**src/pkg/adc_scan_params.svh**
```systemverilog
// Functional notes
// [RL1] Convert-on-read lets DMA take results, converts continuously
// [RL2] Channel advances by one per conversion
// [RL3] At limit, reload starting channel, not zero
// [RL4] Top-channel limit caps automatic channel increment
// [RL5] Software writes start channel before scanning
// [RL6] Software keeps limit at or above start
// [RL7] Start channel latched when scanning begins; the code latches it on every control-register write instead
`ifndef ADC_SCAN_PARAMS_SVH
`define ADC_SCAN_PARAMS_SVH
`define CTRL_OFFSET        4'h0
`define TOP_OFFSET         4'h4
`define RESULT_OFFSET      4'h8
`define STATUS_OFFSET      4'hc
`define CTRL_RESET         8'h00
`define TOP_RESET          8'h00
`define CTRL_ENABLE_BIT    7
`define CTRL_COR_BIT       6
`define CTRL_CHAN_MSB      3
`define CONV_CYCLES        8'h10
`define CHAN_ONE           4'h1
`define ZERO_WORD          32'h0000_0000
`endif

```
**src/pkg/adc_scan_pkg.sv**
```systemverilog
package adc_scan_pkg;
    typedef enum logic [2:0]
    {
        st_idle    = 3'b001,
        st_convert = 3'b010,
        st_hold    = 3'b100
    } scan_state_type;

    typedef struct packed
    {
        logic [3:0]  address;
        logic        read;
        logic        write;
        logic [31:0] writedata;
    } bus_req_type;

    typedef struct packed
    {
        logic [31:0] readdata;
        logic        waitrequest;
    } bus_rsp_type;

    typedef struct packed
    {
        logic       valid;
        logic [9:0] data;
        logic [3:0] channel;
    } result_type;
endpackage
```
**src/hw/adc_scan_convert_on_read.sv**
```systemverilog
`timescale 1ns/100ps
`include "adc_scan_params.svh"
module adc_scan_convert_on_read
    import adc_scan_pkg::*;
(
    input  wire logic        core_clk,
    input  wire logic        nrst,
    input  wire logic [3:0]  avs_address,
    input  wire logic        avs_read,
    input  wire logic        avs_write,
    input  wire logic [31:0] avs_writedata,
    output logic [31:0]      avs_readdata,
    output logic             avs_waitrequest,
    input  wire logic [9:0]  analog_sample,
    output logic [3:0]       analog_input_select,
    output logic             dma_request,
    input  wire logic        dma_ack,
    output logic [9:0]       conversion_result
);
    ////////////////////////////////////////////////////////////////////////
    // Register state
    logic [7:0]     converter_control_reg;
    logic [7:0]     converter_control_next;
    logic [7:0]     top_channel_limit_reg;
    logic [7:0]     top_channel_limit_next;
    logic [3:0]     start_channel_reg;
    logic [3:0]     start_channel_next;
    logic [9:0]     result_reg;
    logic [9:0]     result_next;
    logic           result_valid_reg;
    logic           result_valid_next;
    logic           ack_reg;
    logic           ack_next;
    logic [31:0]    readdata_reg;
    logic [31:0]    readdata_next;
    scan_state_type state_reg;
    scan_state_type state_next;
    logic           conv_start;
    logic           conv_busy;
    logic           conv_done;
    logic [3:0]     chan;
    logic           enabled;
    logic           cor_mode;
    logic [9:0]     sample_meta_reg;
    logic [9:0]     sample_sync_reg;

    assign chan     = converter_control_reg[`CTRL_CHAN_MSB:0];
    assign enabled  = converter_control_reg[`CTRL_ENABLE_BIT];
    assign cor_mode = converter_control_reg[`CTRL_COR_BIT];

    // Analog core output is foreign to this clock
    always_ff @(posedge core_clk or negedge nrst)
    begin
        if (!nrst)
        begin
            sample_meta_reg <= 10'h000;
            sample_sync_reg <= 10'h000;
        end
        else
        begin
            sample_meta_reg <= analog_sample;
            sample_sync_reg <= sample_meta_reg;
        end
    end

    conv_timer u_timer
    (
        .core_clk (core_clk),
        .nrst     (nrst),
        .start    (conv_start),
        .busy     (conv_busy),
        .done     (conv_done)
    );

    ////////////////////////////////////////////////////////////////////////
    // Sequencer and registers
    always_comb
    begin
        converter_control_next = converter_control_reg;
        top_channel_limit_next = top_channel_limit_reg;
        start_channel_next     = start_channel_reg;
        result_next            = result_reg;
        result_valid_next      = result_valid_reg;
        state_next             = state_reg;
        conv_start             = 1'b0;
        ack_next               = 1'b0;
        readdata_next          = readdata_reg;

        // One wait cycle per access: read data fetched on the first cycle, answered next
        if ((avs_read || avs_write) && !ack_reg)
        begin
            ack_next = 1'b1;
            if (avs_read)
            begin
                case (avs_address)
                    `CTRL_OFFSET:   readdata_next = {24'h000000, converter_control_reg};
                    `TOP_OFFSET:    readdata_next = {24'h000000, top_channel_limit_reg};
                    `RESULT_OFFSET: readdata_next = {22'h000000, result_reg};
                    // Bit 1 reserved, reads as zero
                    `STATUS_OFFSET: readdata_next = {28'h0000000, state_reg == st_convert, result_valid_reg,
                                                     1'b0, conv_busy};
                    default:        readdata_next = `ZERO_WORD;
                endcase
            end
        end

        // A write lands only on the edge that sees waitrequest low, as the master expects
        if (avs_write && ack_reg)
        begin
            case (avs_address)
                `CTRL_OFFSET:
                begin
                    converter_control_next = avs_writedata[7:0];
                    // Latch the start channel as software sets it
                    start_channel_next = avs_writedata[`CTRL_CHAN_MSB:0]; // see [RL7]
                end
                `TOP_OFFSET: top_channel_limit_next = avs_writedata[7:0];
                default: ;
            endcase
        end

        // Limitation: a scan step in the same cycle overrides a channel write

        // A DMA take frees the result slot; a new result written later wins
        if (dma_ack)
            result_valid_next = 1'b0; // see [RL1]

        case (state_reg)
            st_idle:
            begin
                if (enabled)
                begin
                    conv_start = 1'b1;
                    state_next = st_convert;
                end
            end
            st_convert:
            begin
                if (conv_done)
                begin
                    result_next       = sample_sync_reg;
                    result_valid_next = 1'b1; // see [RL1]
                    if (cor_mode)
                    begin
                        // Limit compares in full width; channel field can still exceed it when the start channel is above it
                        if ({4'h0, chan} >= top_channel_limit_reg) // see [RL4]
                            converter_control_next[`CTRL_CHAN_MSB:0] = start_channel_reg; // see [RL3]
                        else
                            converter_control_next[`CTRL_CHAN_MSB:0] = chan + `CHAN_ONE; // see [RL2]
                        state_next = st_hold;
                    end
                    else
                    begin
                        // Single conversion: clear enable
                        converter_control_next[`CTRL_ENABLE_BIT] = 1'b0;
                        state_next = st_idle;
                    end
                end
            end
            st_hold:
            begin
                // Continuous in convert-on-read; stalls until DMA took the last result
                if (!enabled)
                    state_next = st_idle;
                else if (!result_valid_reg || dma_ack)
                begin
                    conv_start = 1'b1; // see [RL1]
                    state_next = st_convert;
                end
            end
            default: state_next = st_idle;
        endcase
    end

    always_ff @(posedge core_clk or negedge nrst)
    begin
        if (!nrst)
        begin
            converter_control_reg <= `CTRL_RESET;
            top_channel_limit_reg <= `TOP_RESET;
            start_channel_reg     <= 4'h0;
            result_reg            <= 10'h000;
            result_valid_reg      <= 1'b0;
            ack_reg               <= 1'b0;
            readdata_reg          <= `ZERO_WORD;
            state_reg             <= st_idle;
        end
        else
        begin
            converter_control_reg <= converter_control_next;
            top_channel_limit_reg <= top_channel_limit_next;
            start_channel_reg     <= start_channel_next;
            result_reg            <= result_next;
            result_valid_reg      <= result_valid_next;
            ack_reg               <= ack_next;
            readdata_reg          <= readdata_next;
            state_reg             <= state_next;
        end
    end

    assign avs_waitrequest     = (avs_read || avs_write) && !ack_reg;
    assign avs_readdata        = readdata_reg;
    assign analog_input_select = chan;
    // Single conversions leave the result for polling, so no request then
    assign dma_request         = result_valid_reg && cor_mode;
    assign conversion_result   = result_reg;
endmodule

```
**src/hw/conv_timer.sv**
```systemverilog
`timescale 1ns/100ps
`include "adc_scan_params.svh"
// Counts one conversion time after start, pulses done.
module conv_timer
    import adc_scan_pkg::*;
(
    input  wire logic core_clk,
    input  wire logic nrst,
    input  wire logic start,
    output logic      busy,
    output logic      done
);
    logic [7:0] count_reg;
    logic [7:0] count_next;
    logic       done_next;

    always_comb
    begin
        count_next = count_reg;
        done_next  = 1'b0;
        if (count_reg != 8'h00)
        begin
            count_next = count_reg - 8'h01;
            done_next  = (count_reg == 8'h01);
        end
        else if (start)
            count_next = `CONV_CYCLES;
    end

    always_ff @(posedge core_clk or negedge nrst)
    begin
        if (!nrst)
        begin
            count_reg <= 8'h00;
            done      <= 1'b0;
        end
        else
        begin
            count_reg <= count_next;
            done      <= done_next;
        end
    end

    assign busy = (count_reg != 8'h00);
endmodule

```
**config.mk**
```make
export PLATFORM = sky130hd
export DESIGN_NAME = adc_scan_convert_on_read
export DESIGN_NICKNAME = d
export VERILOG_FILES = /design/src/pkg/adc_scan_pkg.sv /design/src/hw/adc_scan_convert_on_read.sv /design/src/hw/conv_timer.sv
export VERILOG_INCLUDE_DIRS = /design/src /design/src/pkg
export SDC_FILE = /design/constraint.sdc
export NUM_CORES = 1
export LEC_CHECK = 0
export BUFFER_PORTS_ARGS = -buffer_cell sky130_fd_sc_hd__buf_2
export CORE_AREA = 3 3 61 120
export DETAILED_ROUTE_END_ITERATION = 7
export DIE_AREA = 0 0 64 123
export PLACE_DENSITY = 0.9
export SLEW_MARGIN = 20
export SYNTH_ARGS = -nofsm -noshare
export SYNTH_HDL_FRONTEND = slang
export SYNTH_SLANG_ARGS = --single-unit
```
**constraint.sdc**
```tcl
create_clock -name core_clk -period 2.1 [get_ports core_clk]
set_input_delay 0.315 -clock core_clk [delete_from_list [all_inputs] [get_ports core_clk]]
set_output_delay 0.315 -clock core_clk [all_outputs]
set_load 0.02 [all_outputs]
```
## Yosys cells after proc, flatten, opt, wreduce, memory -nomap -nowiden

Cells that the tools add are included.

- Output and inout bits: 48
- Input bits: 51
- Register bits after elaboration: 96

- Add/sub/neg operators: 2
- $lt $le $gt $ge: 1
- Reductions and logical operators: 15
- Eq/ne operators: 10
- Muxes and demuxes: 27

Operators by type and width:

| operator | count |
|---|---|
| $pmux 10 s4 | 1 |
| $mux 8 | 4 |
| $mux 4 | 4 |
| $mux 3 | 5 |
| $mux 1 | 11 |
| $pmux 3 s3 | 1 |
| $eq 4x4->1 const B | 2 |
| $eq 8x1->1 const B | 1 |
| $ge 4x8->1 | 1 |
| $reduce_and 2->1 | 4 |
| $reduce_bool 8->1 | 1 |
| $sub 8x1->8 const B | 1 |
| $add 4x1->4 const B | 1 |
| $eq 4x3->1 const B | 1 |
| $logic_not 4->1 | 1 |
| $eq 3x1->1 const B | 1 |
| $eq 3x2->1 const B | 1 |
| $eq 3x3->1 const B | 1 |
| $logic_and 1x1->1 | 3 |
| $ne 3x3->1 const B | 1 |
| $reduce_and 3->1 | 1 |
| $logic_not 1->1 | 2 |
| $logic_or 1x1->1 | 2 |
| $ne 2x1->1 const B | 1 |
| 3 further kinds | 3 |

## Longest topological paths before layout

Gate-level depths: netlist of run 1.

- Depth after elaboration: 7
- Gate-level depth with buffers: 6
- Depth with buffers taken out: 6

## Cells and area by module

From an unflattened synthesis of run 1, not the netlist that was laid out.

- Cells, all modules: 305
- Area total of the unflattened synthesis: 3,368.2 µm²

Modules (own cells, without submodules):

| module | cells an instance | instances | area each (µm²) | seq. area each (µm²) |
|---|---|---|---|---|
| adc_scan_convert_on_read | 257 | 1 | 2,865.2 | 1,627.8 |
| conv_timer | 48 | 1 | 503.0 | 225.2 |

## Least setup slack after synthesis of run 1

No wires, ideal clock.

- Kind: register -> register
- Start point: register top_channel_limit_reg[5]
- End point: register converter_control_reg[2]
- Data arrival time: 1.424 ns
- Cell stages (with the launch flop): 5
- Required time: 1.963 ns
- Path slack: 0.539 ns
- Clock period less this slack: 1.561 ns
- Path buffers: 0
- Cells stage by stage: dfrtp_1 > or4_4 > or2_4 > o31ai_1 > o22ai_1

- Cells in the longest elaborated chain, start to end: 5

Ends and longest elaborated chain:

| item | line | RTL |
|---|---|---|
| start, declared | adc_scan_convert_on_read.sv:24 | `logic [7:0] top_channel_limit_reg;` |
| start signal, assigned | adc_scan_convert_on_read.sv:180 | `` top_channel_limit_reg <= `TOP_RESET; `` |
| start signal, assigned | adc_scan_convert_on_read.sv:191 | `top_channel_limit_reg <= top_channel_limit_next;` |
| $ge 4x8->1 | adc_scan_convert_on_read.sv:146 | `if ({4'h0, chan} >= top_channel_limit_reg)` |
| $mux 4 | adc_scan_convert_on_read.sv:146 |  |
| $mux 4 | adc_scan_convert_on_read.sv:143 | `if (cor_mode)` |
| $mux 4 | adc_scan_convert_on_read.sv:139 | `if (conv_done)` |
| $mux 4 | adc_scan_convert_on_read.sv:128 | `case (state_reg)` |
| via converter_control_next[2] | adc_scan_convert_on_read.sv:23 | `logic [7:0] converter_control_next;` |
| end signal, assigned | adc_scan_convert_on_read.sv:179 | `` converter_control_reg <= `CTRL_RESET; `` |
| end signal, assigned | adc_scan_convert_on_read.sv:190 | `converter_control_reg <= converter_control_next;` |
| end, declared | adc_scan_convert_on_read.sv:22 | `logic [7:0] converter_control_reg;` |

The timed path passes the listed nets, and every way through them passes these cells.
A chain may end at the register's enable or synchronous reset.

## Worst setup path in the final report of run 1

- Start point: register u_timer.count_reg[4]
- End point: register readdata_reg[0] (netlist: avs_readdata[0])

- Cells in the longest elaborated chain, start to end: 2

Ends and longest elaborated chain:

| item | line | RTL |
|---|---|---|
| start, declared | conv_timer.sv:13 | `logic [7:0] count_reg;` |
| start signal, assigned | conv_timer.sv:39 | `count_reg <= count_next;` |
| $reduce_bool 8->1 | conv_timer.sv:44 | `assign busy = (count_reg != 8'h00);` |
| $pmux 10 s4 | adc_scan_convert_on_read.sv:95 | `case (avs_address)` |
| end signal, assigned | adc_scan_convert_on_read.sv:185 | `` readdata_reg <= `ZERO_WORD; `` |
| end signal, assigned | adc_scan_convert_on_read.sv:196 | `readdata_reg <= readdata_next;` |
| end, declared | adc_scan_convert_on_read.sv:34 | `logic [31:0] readdata_reg;` |

Every way passes these cells.

==> results of run 1 <==
[final cells by class]
type | instances | area, um2
repair buffers | 56 | 315.3
flip-flops and latches | 74 | 1853
clock inverters | 5 | 55.05
multi-input cells | 184 | 1269
inverters | 8 | 30.03
well taps | 88 | 110.1
fillers | 518 | 2698
clock buffers | 10 | 239.0
[placed cells by master (no fill, tap or decap), types with 2 or more instances in the layout]
master and instances:
mux4_2 2, nand2b_1 7, xor2_1 2, nor3_2 2
a21oi_1 5, o31ai_1 4, a22o_1 7, clkinv_2 2
nor3_1 4, mux2i_1 9, nor3b_1 2, inv_1 8
a32o_1 3, nor2_1 12, a31oi_1 2, dfrtp_1 73
a211oi_1 3, buf_2 52, clkinvlp_4 2, buf_12 2
nand4bb_1 2, o21ai_0 13, a21o_1 3, buf_4 2
nor2b_1 4, nor4b_1 2, clkbuf_16 9, conb_1 22
nand3_1 4, ha_1 8, mux2_2 19, o22ai_1 3
nand2_1 28
[stage by stage]
step	hold WS, ns	cells	power (mW)
after CTS	0.05471	425	4.383
after global routing	0.08081	425	4.602
after global placement	0.3325	410	2.809
final	0.03669	425	4.348
after detailed placement	0.3347	410	2.891
after floorplan	0.01941	300	2.618
[metal layers]
| layer | global-route usage [%] | share of wire (%) | vias to the layer above | routed length (um) |
|---|---|---|---|---|
| met5 | 0 | 0 | - | 0 |
| met4 | 12.31 | 4.7 | 0 | 315 |
| met3 | 4.727 | 5.5 | 25 | 368 |
| met2 | 32.21 | 54 | 86 | 3677 |
| met1 | 19.53 | 35 | 1126 | 2391 |
| li1 | - | - | 1035 | - |
[cells by family (layout without fill, tap and decap cells)]
kind of cell	Yosys count	count (layout)	share of synthesized area (%)
DFF	74	74	56.08
muxes	30	30	10.56
buffers and inverters	42	79	7.914
and+or+nand+nor	74	74	11.70
adders and majority gates	8	8	3.029
xor gates and xnor gates	3	3	0.7953
other	1	22	0.1135
AOI/OAI and AO/OA	47	47	9.807
[path summary, 6_finish.rpt]
| check | startpoint | end | slack [ns] | depth (start not counted) |
|---|---|---|---|---|
| setup / recovery | u_timer.count_reg[4]$_DFFE_PN0P_ | avs_readdata[0]$_DFFE_PN0P_ | 0.27 | 4 |
| hold / removal | nrst | avs_readdata[5]$_DFFE_PN0P_ | 0.04 | 1 |
| setup reg to reg | u_timer.count_reg[4]$_DFFE_PN0P_ | avs_readdata[0]$_DFFE_PN0P_ | 0.27 | 4 |
| hold reg to reg | sample_meta_reg[7]$_DFF_PN0_ | sample_sync_reg[7]$_DFF_PN0_ | 0.35 | 0 |
| max in group asynchronous | nrst | u_timer.count_reg[3]$_DFFE_PN0P_ | 1.49 | 2 |
| min in group core_clk | analog_sample[0] | sample_meta_reg[0]$_DFF_PN0_ | 0.09 | 1 |
[worst max-delay path: cells and delay by family (launching register included)]
kind            cells  cell delay (ns)
flops               1             0.42
simple gates        3             1.01
compound gates      1             0.28
[cell usage after synthesis (4+ instances only)]
library cell and instances:
o31ai_1 4, a21oi_1 5, nor2b_1 4, inv_1 8, mux2i_1 9, buf_4 26
dfrtp_1 73, nand2b_1 7, buf_2 5, nor2_1 12, mux2_2 19, o21ai_0 13
nand3_1 4, nor3_1 4, a22o_1 7, ha_1 8, nand2_1 28
[power by group]
| group | switching (mW) | leakage (nW) | internal, mW |
|---|---|---|---|
| registers | 0.245 | 0.933 | 1.68 |
| logic | 0.535 | 0.862 | 0.410 |
| clock network | 0.542 | 0.140 | 0.939 |
==> results.md, run 1 <==
* Max cap viols at 0
* CTS Buf Count at 9
* Crit path largest cell delay at 0.44 ns
* Unrepaired setup endpoints after global routing: false
* Slew Limit Fails at 0
* Vias in the first global route at 2311
* Classification of the worst setup path: reg2reg
* Post-CTS Resized at 0
* Power per Cell Area at 1123 nW/um2
* Largest net degree at the start of global routing at 30
* 1st-iter DRT viols at 108
* Routed wire length at 6752 um
* Synth warnings at 0
* HP Class: in2async
* Htree depth at 3
* Crit. End Element: register
* Diode count at 0
* Worst-path clk slew at 0.05 ns
* Number of synthesized flops with an enable pin at 0
* Post-synthesis sequential area ratio at 56.08%
* Root buf cell: clkbuf_16
* Fmax at 547.0 MHz
* Die Height at 123 um
* Synth Flop Type: dfrtp_1
* CP max-delay cell: nor4_1
* IO Pins at 99
* Residual DRC count at 0
* Crit path time final at 1.828 ns
* Initial Util at 50.30%
* Syn Inst Count at 279
* Placed cell areas at 3577 um2
* Worst setup margin at 0.2718 ns
* Routability cong. at 0.8370
* Synth top area share at 55.28%
* Yosys cell types at 43
* Final setup fails at 0
* Status: completed
* Clk sinks at 74
* Drt first pass iters at 4
* Flops & latches, synth at 74
* CTS tree: done
* Layout area overhead at 17.15%
* Post-Syn Area at 3304 um2
* # rows at 42
* CP Launch Type: register
* Syn Area/Cell at 11.84 um2
* Post-CTS Setup Bufs at 0
* Setup WS pre-CTS at 0.2810 ns
* P_leak at 1.935 nW
* Core Box Area at 6569 um2
* Worst-Skew Late Latency at 0.33 ns
* Slew margin rel. at 52.84%
* Cell Chain, Critical Path: nor4_1, and3_1, nand3_1, a32o_1
* Largest cells by area after synthesis: dfrtp_1, mux2_2, buf_4
* Layout cells sized above 1 at 29.08%
* CTS Buffer Depth at 2
* CP arrival at 2.04 ns
* First-pass GRT wire length at 10970 um
* Post-route cell area at 3871 um2
* Final Core Density at 58.93%
* # hold bufs at CTS at 0
* Final worst-path cycle share at 87.06%
* Total GRT Usage at 18.59%
* Clock skew at 0.002993 ns
* Input/output buffers at 52
* Routed len/inst at 15.89 um
* DP Wirelength at 5106 um
* Die ar. at 7872 um2
* Initial antenna violation count at 0
* Gr ovfl total at 0
* Die X at 64 um
* Setup_tns at 0 ns
* Via Count at 2272
* Antenna-violating nets left at 0
* Via density at 5.346
* Worst Path Max Fanout at 9
* CP Data Required Time at 2.32 ns
* Worst Max-Slew Pin Slew at 0.7074 ns
* Nets at 392
* Yosys top cell by area: dfrtp_1
* Final Hold Viols at 0
* Async set-or-reset flop fraction in the synthesized netlist at 100.0%
* Peak supply drop at 0.0005524 V
Note: power is estimated with default switching activity, not from simulation.
==> run 2, diff against run 1 <==
--- a/config.mk
+++ b/config.mk
@@ -7,11 +7,12 @@
 export NUM_CORES = 1
 export LEC_CHECK = 0
 export BUFFER_PORTS_ARGS = -buffer_cell sky130_fd_sc_hd__buf_2
-export CORE_AREA = 3 3 61 120
+export CORE_AREA = 3 3 62 121
 export DETAILED_ROUTE_END_ITERATION = 7
-export DIE_AREA = 0 0 64 123
-export PLACE_DENSITY = 0.9
+export DIE_AREA = 0 0 65 124
+export PLACE_DENSITY = 0.89
 export SLEW_MARGIN = 20
 export SYNTH_ARGS = -nofsm -noshare
 export SYNTH_HDL_FRONTEND = slang
+export SYNTH_HIERARCHICAL = 1
 export SYNTH_SLANG_ARGS = --single-unit
==> constraint.sdc (replaced) <==
create_clock -name core_clk -period 2.02 [get_ports core_clk]
set_input_delay 0.303 -clock core_clk [delete_from_list [all_inputs] [get_ports core_clk]]
set_output_delay 0.303 -clock core_clk [all_outputs]
set_load 0.02 [all_outputs]
==> run 2 against run 1 <==
Net effect:
- the run now ends with negative hold slack left
- register-to-register slack got worse by 0.19 ns
- via count increased by 7.5%
- maximum frequency is 5.5% lower
- worst hold slack got worse by 0.043 ns
- cell count up 8.2%
- sequential power increased by 5%
- sequential share of layout area shrank 1.7 points
- first-iteration DRC count grew 66%
- combinational power grew 35%
- critical path type unchanged
- largest power group unchanged
==> results.md, run 2 <==
* Status: complete, but fails checks
* Failing checks: negative hold slack
* Synth top area share at 54.23% (-1.0 points)
* Hold WS at -0.006684 ns (-0.04337 ns)
* Syn Area/Cell at 11.04 um2 (-6.8%)
* Final Core Density at 60.09% (+1.2 points)
* Input/output buffers at 52 (unchanged)
* Worst Max-Slew Pin Slew at 0.5757 ns (-0.1316 ns)
* CTS tree: done
* Switching power at 1.543 mW (+17%)
* Final setup fails at 0 (unchanged)
* R2R Path Start: top_channel_limit_reg[1]$_DFFE_PN0P_
* Internal at 3.419 mW (+13%)
* Worst-path clk slew at 0.06 ns (about the same)
* Layout cells sized above 1 at 27.42% (-1.7 points)
* Routability cong. at 0.8030 (-4.1%)
* Largest cells by area after synthesis: dfrtp_1, nand2_1, buf_4
* Worst Path Max Fanout at 6 (-3)
* Sw frac at 31.09% (+0.69 points)
* Clock power share at 33.7% (-0.4 points)
* Nets at 426 (+8.7%)
* GR Util met1 at 19.55% (+0.020 points)
* Residual DRC count at 0 (unchanged)
* Antenna-violating nets left at 0 (unchanged)
* Initial Util at 50.47% (+0.16 points)
* Worst-Skew Late Latency at 0.33 ns (about the same)
* Largest net degree at the start of global routing at 75 (+150%)
* Post-CTS Resized at 1 (+1)
* Unrepaired setup endpoints after global routing: false
* Via Count at 2443 (+7.5%)
* Total power at 4.962 mW (+14%)
* GR peak layer: met2
* Final Hold Viols at 9 (+9)
* Slew Limit Fails at 0 (unchanged)
* Crit. End Element: register
* Power per Cell Area at 1237 nW/um2 (+10%)
* Clock skew at 0.005925 ns (+0.002932 ns)
* Core Box Area at 6674 um2 (+1.6%)
* CTS Buf Count at 9 (unchanged)
* Htree depth at 3 (unchanged)
* Setup_tns at 0 ns (unchanged)
* Classification of the worst setup path: reg2reg
* CP Launch Type: register
* Initial antenna violation count at 0 (unchanged)
* Combinational Power Share at 25.9% (+4.2 points)
* Slew margin rel. at 61.48% (+8.6 points)
* Post-CTS Setup Bufs at 0 (unchanged)
* Gr ovfl total at 0 (unchanged)
* Peak supply drop at 0.0005453 V (-1.3%)
* CTS Buffer Depth at 2 (unchanged)
* Seq pwr share at 40.4% (-3.8 points)
* Root buf cell: clkbuf_16
* HP Class: in2async
* Max cap viols at 0 (unchanged)
* P_leak at 2.043 nW (+5.6%)
* # hold bufs at CTS at 0 (unchanged)
* Leading cell type in the layout, fill and taps excluded: dfrtp_1
* Vias in the first global route at 2424 (+4.9%)
* Filler Cells Inserted at 534 (+3.1%)
* Placed cell areas at 3686 um2 (+3.0%)
* Routed wire length at 7337 um (+8.7%)
* Die Height at 124 um (+0.81%)
* Via density at 5.311 (-0.65%)
* Synth Flop Type: dfrtp_1
* Number of synthesized flops with an enable pin at 0 (unchanged)
* Post-synthesis sequential area ratio at 55.01% (-1.1 points)
* Cell with the most instances after synthesis: dfrtp_1
* Yosys cell types at 47 (+9.3%)
* Post-route cell area at 4010 um2 (+3.6%)
* IO Pins at 99 (unchanged)
* Final worst-path cycle share at 95.78% (+8.7 points)
* Die X at 65 um (+1.6%)
* First-pass GRT wire length at 11550 um (+5.3%)
* Layout area overhead at 19.06%
* Total GRT Usage at 19.43% (+0.84 points)
* Syn Inst Count at 305 (+9.3%)
* Die ar. at 8060 um2 (+2.4%)
* CP startpoint: top_channel_limit_reg[1]$_DFFE_PN0P_
* Post-Syn Area at 3368 um2 (+1.9%)
* Diode count at 0 (unchanged)
* Flops & latches, synth at 74 (unchanged)
* Commonest cells in the synthesized netlist: dfrtp_1, nand2_1, buf_4
* 1st-iter DRT viols at 179 (+66%)
* Met3 Usage GRT at 3.971% (-0.76 points)
* # rows at 42 (unchanged)
* Crit path time final at 1.935 ns (+0.1067 ns)
* Clk sinks at 74 (unchanged)
* Drt first pass iters at 5 (+1)
* Routed len/inst at 15.95 um (+0.40%)
* CP Data Required Time at 2.22 ns (-0.10 ns)
* DP Wirelength at 5215 um (+2.1%)
* Most frequent cells in the layout: dfrtp_1, nand2_1, buf_2
* Async set-or-reset flop fraction in the synthesized netlist at 100.0% (unchanged)
* Met2 Track Usage GR at 36.18% (+4.0 points)
* Yosys top cell by area: dfrtp_1
* CP arrival at 2.13 ns (+0.09 ns)
* Synth warnings at 6 (+6)
* Fmax at 516.8 MHz (-5.5%)
[run 2: cell families (layout without fill, tap and decap cells)]
kind of cell               count (synthesis)  count (layout)  share of synthesized area, %
adders and majority gates                  8               8                         2.972
and+or+nand+nor                          115             115                         17.20
AOI/OAI and AO/OA                         40              40                         8.210
DFF                                       74              74                         55.01
muxes                                     21              21                         7.652
buffers and inverters                     43              89                         8.061
other                                      1              22                        0.1113
xor gates and xnor gates                   3               3                        0.7802
[run 2: worst max-delay path, stage by stage (launching register included)]
cell and delay, ns:
dfrtp_1 0.37, inv_1 0.07, ha_1 0.29, nor2b_1 0.14, o211a_1 0.24, o31ai_4 0.37
mux2i_1 0.23, a21oi_1 0.09
[run 2: power by group through the flow]
stage	Clock (mW)	Sequential [mW]	Combinational, mW
floorplan	0	2.01	0.867
global placement	0	2.00	1.18
detailed placement	0	2.02	1.26
CTS	1.69	2.00	1.29
global route	1.76	2.04	1.42
finish	1.67	2.01	1.28
[run 2: worst paths after layout]
path                       slack (ns)                                 end  depth (start not counted)
max                              0.09  converter_control_reg[1]$_DFF_PN0_                          7
min                            -0.007         avs_readdata[5]$_DFFE_PN0P_                          2
max reg2reg                      0.09  converter_control_reg[1]$_DFF_PN0_                          7
min reg2reg                      0.35        sample_sync_reg[6]$_DFF_PN0_                          0
max in group asynchronous        1.69            state_reg[0]$_DFFE_PN1P_                          2
min in group core_clk            0.08        sample_meta_reg[6]$_DFF_PN0_                          1
[run 2: stage by stage]
| stage | setup WS [ns] | instances |
|---|---|---|
| 6_report | 0.08515 | 460 |
| 5_1_grt | 0.0005520 | 460 |
| 4_1_cts | 0.09756 | 460 |
| 3_5_place_dp | -0.04148 | 444 |
| 3_3_place_gp | 0.06831 | 444 |
| 2_1_floorplan | 0.09848 | 326 |
[run 2: layer usage]
layer | routed length [um] | up-vias
li1 | - | 1110
met1 | 2462 | 1190
met2 | 4155 | 119
met3 | 427 | 24
met4 | 291 | 0
met5 | 0 | -
[run 2: area by class of cell]
cell class	count	area, um2	area share [%]
Clock inverter	7	93.84	2.340
Clock buffer	9	225.2	5.616
Sequential cell	74	1853	46.21
Inverter	8	30.03	0.7488
Timing Repair Buffer	65	370.4	9.236
Multi-Input combinational cell	209	1328	33.10
Tap cell	88	110.1	2.746
==> run 3, diff against run 2 <==
--- a/config.mk
+++ b/config.mk
@@ -7,10 +7,11 @@
 export NUM_CORES = 1
 export LEC_CHECK = 0
 export BUFFER_PORTS_ARGS = -buffer_cell sky130_fd_sc_hd__buf_2
-export CORE_AREA = 3 3 62 121
+export CORE_AREA = 3 3 61 119
+export CTS_BUF_LIST = sky130_fd_sc_hd__clkbuf_8
 export DETAILED_ROUTE_END_ITERATION = 7
-export DIE_AREA = 0 0 65 124
-export PLACE_DENSITY = 0.89
+export DIE_AREA = 0 0 64 122
+export PLACE_DENSITY = 0.91
 export SLEW_MARGIN = 20
 export SYNTH_ARGS = -nofsm -noshare
 export SYNTH_HDL_FRONTEND = slang
==> run 3 against run 2 <==
Net effect:
- the flow now finishes without violations
- clock power is 36% lower
- clock skew is 0.0023 ns higher
- count of clock-buffer cells in the layout stayed put
- cell count stayed put
- sequential share of layout area is 1.3 points higher
- non-clock buffer count is 3 higher
- sequential power hardly changed
- critical path type unchanged
==> results.md, run 3 (synthesis results as in run 2) <==
* Clk sinks at 74 (unchanged)
* Antenna-violating nets left at 0 (unchanged)
* Clock skew at 0.008261 ns (+0.002336 ns)
* IO Pins at 99 (unchanged)
* CP Launch Type: register
* Crit. End Element: register
* Drt first pass iters at 4 (-1)
* Routed len/inst at 14.54 um (-8.8%)
* Most frequent cells in the layout: dfrtp_1, nand2_1, buf_2
* Die X at 64 um (-1.5%)
* Crit path time final at 1.934 ns (-0.0004699 ns)
* Internal at 2.918 mW (-15%)
* Worst hold stages at 1
* # rows at 41 (-2.4%)
* Final cell count without fillers at 460 (unchanged)
* Worst setup margin at 0.08562 ns (+0.0004699 ns)
* Largest net degree at the start of global routing at 75 (unchanged)
* Via density at 5.091 (-4.1%)
* HP Class: in2reg
* DP Wirelength at 4950 um (-5.1%)
* Residual DRC count at 0 (unchanged)
* Status: completed
* Clock power share at 24.6% (-9.1 points)
* Initial antenna violation count at 0 (unchanged)
* R2R Path Start: converter_control_reg[0]$_DFF_PN0_
* CP Data Required Time at 2.24 ns (+0.02 ns)
* Vias in the first global route at 2356 (-2.8%)
* Layout area overhead at 15.71%
* Final Hold Viols at 0 (-9)
* Worst-Skew Late Latency at 0.35 ns (+0.02 ns)
* Hold_sp: analog_sample[2]
* Worst-path clk slew at 0.07 ns (about the same)
* Gr ovfl total at 0 (unchanged)
* Leading cell type in the layout, fill and taps excluded: dfrtp_1
* Slew margin rel. at 62.78% (+1.3 points)
* Nets at 429 (+0.70%)
* Sw frac at 33.20% (+2.1 points)
* Power per Cell Area at 1121 nW/um2 (-9.4%)
* Unrepaired setup endpoints after global routing: false
* P_leak at 2.001 nW (-2.0%)
* 1st-iter DRT viols at 158 (-12%)
* Placed Cells incl. Taps at 443 (-0.23%)
* Final setup fails at 0 (unchanged)
* Hold Crit Endpoint: sample_meta_reg[2]$_DFF_PN0_
* Via Count at 2342 (-4.1%)
* First-pass GRT wire length at 10770 um (-6.8%)
* Root buf cell: clkbuf_8
* Routed wire length at 6690 um (-8.8%)
* Final worst-path cycle share at 95.76% (about the same)
* R2r setup slk at 0.09 ns (about the same)
* Filler Cells Inserted at 504 (-5.6%)
* Switching power at 1.450 mW (-6.0%)
* CTS Buffer Depth at 2 (unchanged)
* Htree depth at 3 (unchanged)
* Peak supply drop at 0.0004228 V (-22%)
* Worst Max-Slew Pin Slew at 0.5542 ns (-0.02151 ns)
* Worst reg2reg path depth at 8 (+1)
* Max cap viols at 0 (unchanged)
* Combinational Power Share at 29.8% (+3.9 points)
* Fmax at 517.0 MHz (about the same)
* CTS tree: done
* Worst Path Max Fanout at 5 (-1)
* Worst R2R End: converter_control_reg[3]$_DFF_PN0_
* Classification of the worst setup path: reg2reg
* Die ar. at 7808 um2 (-3.1%)
* Hold WS at 0.06018 ns (+0.06687 ns)
* Diode count at 0 (unchanged)
* Die Height at 122 um (-1.6%)
* CTS Buf Count at 9 (unchanged)
* Layout cells sized above 1 at 27.27% (-0.15 points)
* Slew Limit Fails at 0 (unchanged)
* Seq pwr share at 45.6% (+5.2 points)
* Setup_tns at 0 ns (unchanged)
* Input/output buffers at 52 (unchanged)
* Core Box Area at 6412 um2 (-3.9%)
* Initial Util at 52.53% (+2.1 points)
* Setup WS pre-CTS at 0.02368 ns (+0.06516 ns)
* Routability cong. at 0.8068 (+0.47%)
* CP arrival at 2.16 ns (+0.03 ns)
* Total GRT Usage at 18.34% (-1.1 points)
## run 3: area by class of cell
| cell class | count | area [um2] | area share [%] |
|---|---|---|---|
| sequential | 74 | 1853 | 47.54 |
| multi-input combinational | 209 | 1328 | 34.06 |
| timing repair buffer | 68 | 395.4 | 10.14 |
| clock buffer | 9 | 123.9 | 3.178 |
| tap | 86 | 107.6 | 2.761 |
| clock inverter | 6 | 60.06 | 1.541 |
| inverter | 8 | 30.03 | 0.7705 |
## run 3: worst max-delay path, stage by stage, from the launching register on
cell and delay, ns:
dfrtp_1 0.44, inv_1 0.12, ha_1 0.32, a31oi_1 0.15, nor2b_1 0.09, o31ai_4 0.33, buf_4 0.18, and2_1 0.11
o22ai_1 0.07
## run 3: through the flow
stage	cell area [um2]	power, mW	util (%)
6_report	3897	4.368	60.78
5_1_grt	3897	4.621	60.78
4_1_cts	3885	4.370	60.59
3_5_place_dp	3691	3.280	57.56
3_3_place_gp	3691	3.193	57.56
2_1_floorplan	3447	2.882	-
## run 3: power groups by stage
stage          registers (mW)  logic, mW  clock network, mW
4_1_cts                  1.98       1.29               1.09
6_report                 1.99       1.30               1.07
3_5_place_dp             2.00       1.28                  0
3_3_place_gp             1.99       1.20                  0
2_1_floorplan            2.01      0.867                  0
5_1_grt                  2.02       1.44               1.16
## run 3: metal layers
layer,vias up,GRT usage [%],share of wire (%)
met4,0,12.45,3.5
met1,1133,18.52,35
met5,-,0,0
met3,17,3.967,4.9
met2,77,32.79,56
li1,1115,-,-
## run 3: repair_timing
action / CTS / global route
hold buffers: 1 / 0
gates resized for setup: 0 / 1
buffers inserted: 0 / 1
setup endpoints to repair: 0 / 3
hold endpoints to repair: 73 / 0
## run 3: how the worst max path moves through the flow
stage / depth (start not counted) / slack, ns / from / endpoint
4_1_cts: 6 / 0.01 / u_timer/count_reg[1]$_DFFE_PN0P_ / avs_readdata[0]$_DFFE_PN0P_
5_1_grt: 7 / 0.002 / converter_control_reg[0]$_DFF_PN0_ / converter_control_reg[1]$_DFF_PN0_
6_report: 8 / 0.09 / converter_control_reg[0]$_DFF_PN0_ / converter_control_reg[3]$_DFF_PN0_
2_1_floorplan: 6 / 0.1 / u_timer/count_reg[0]$_DFFE_PN0P_ / avs_readdata[0]$_DFFE_PN0P_
3_3_place_gp: 6 / 0.09 / u_timer/count_reg[1]$_DFFE_PN0P_ / avs_readdata[0]$_DFFE_PN0P_
3_5_place_dp: 6 / 0.02 / u_timer/count_reg[1]$_DFFE_PN0P_ / avs_readdata[0]$_DFFE_PN0P_
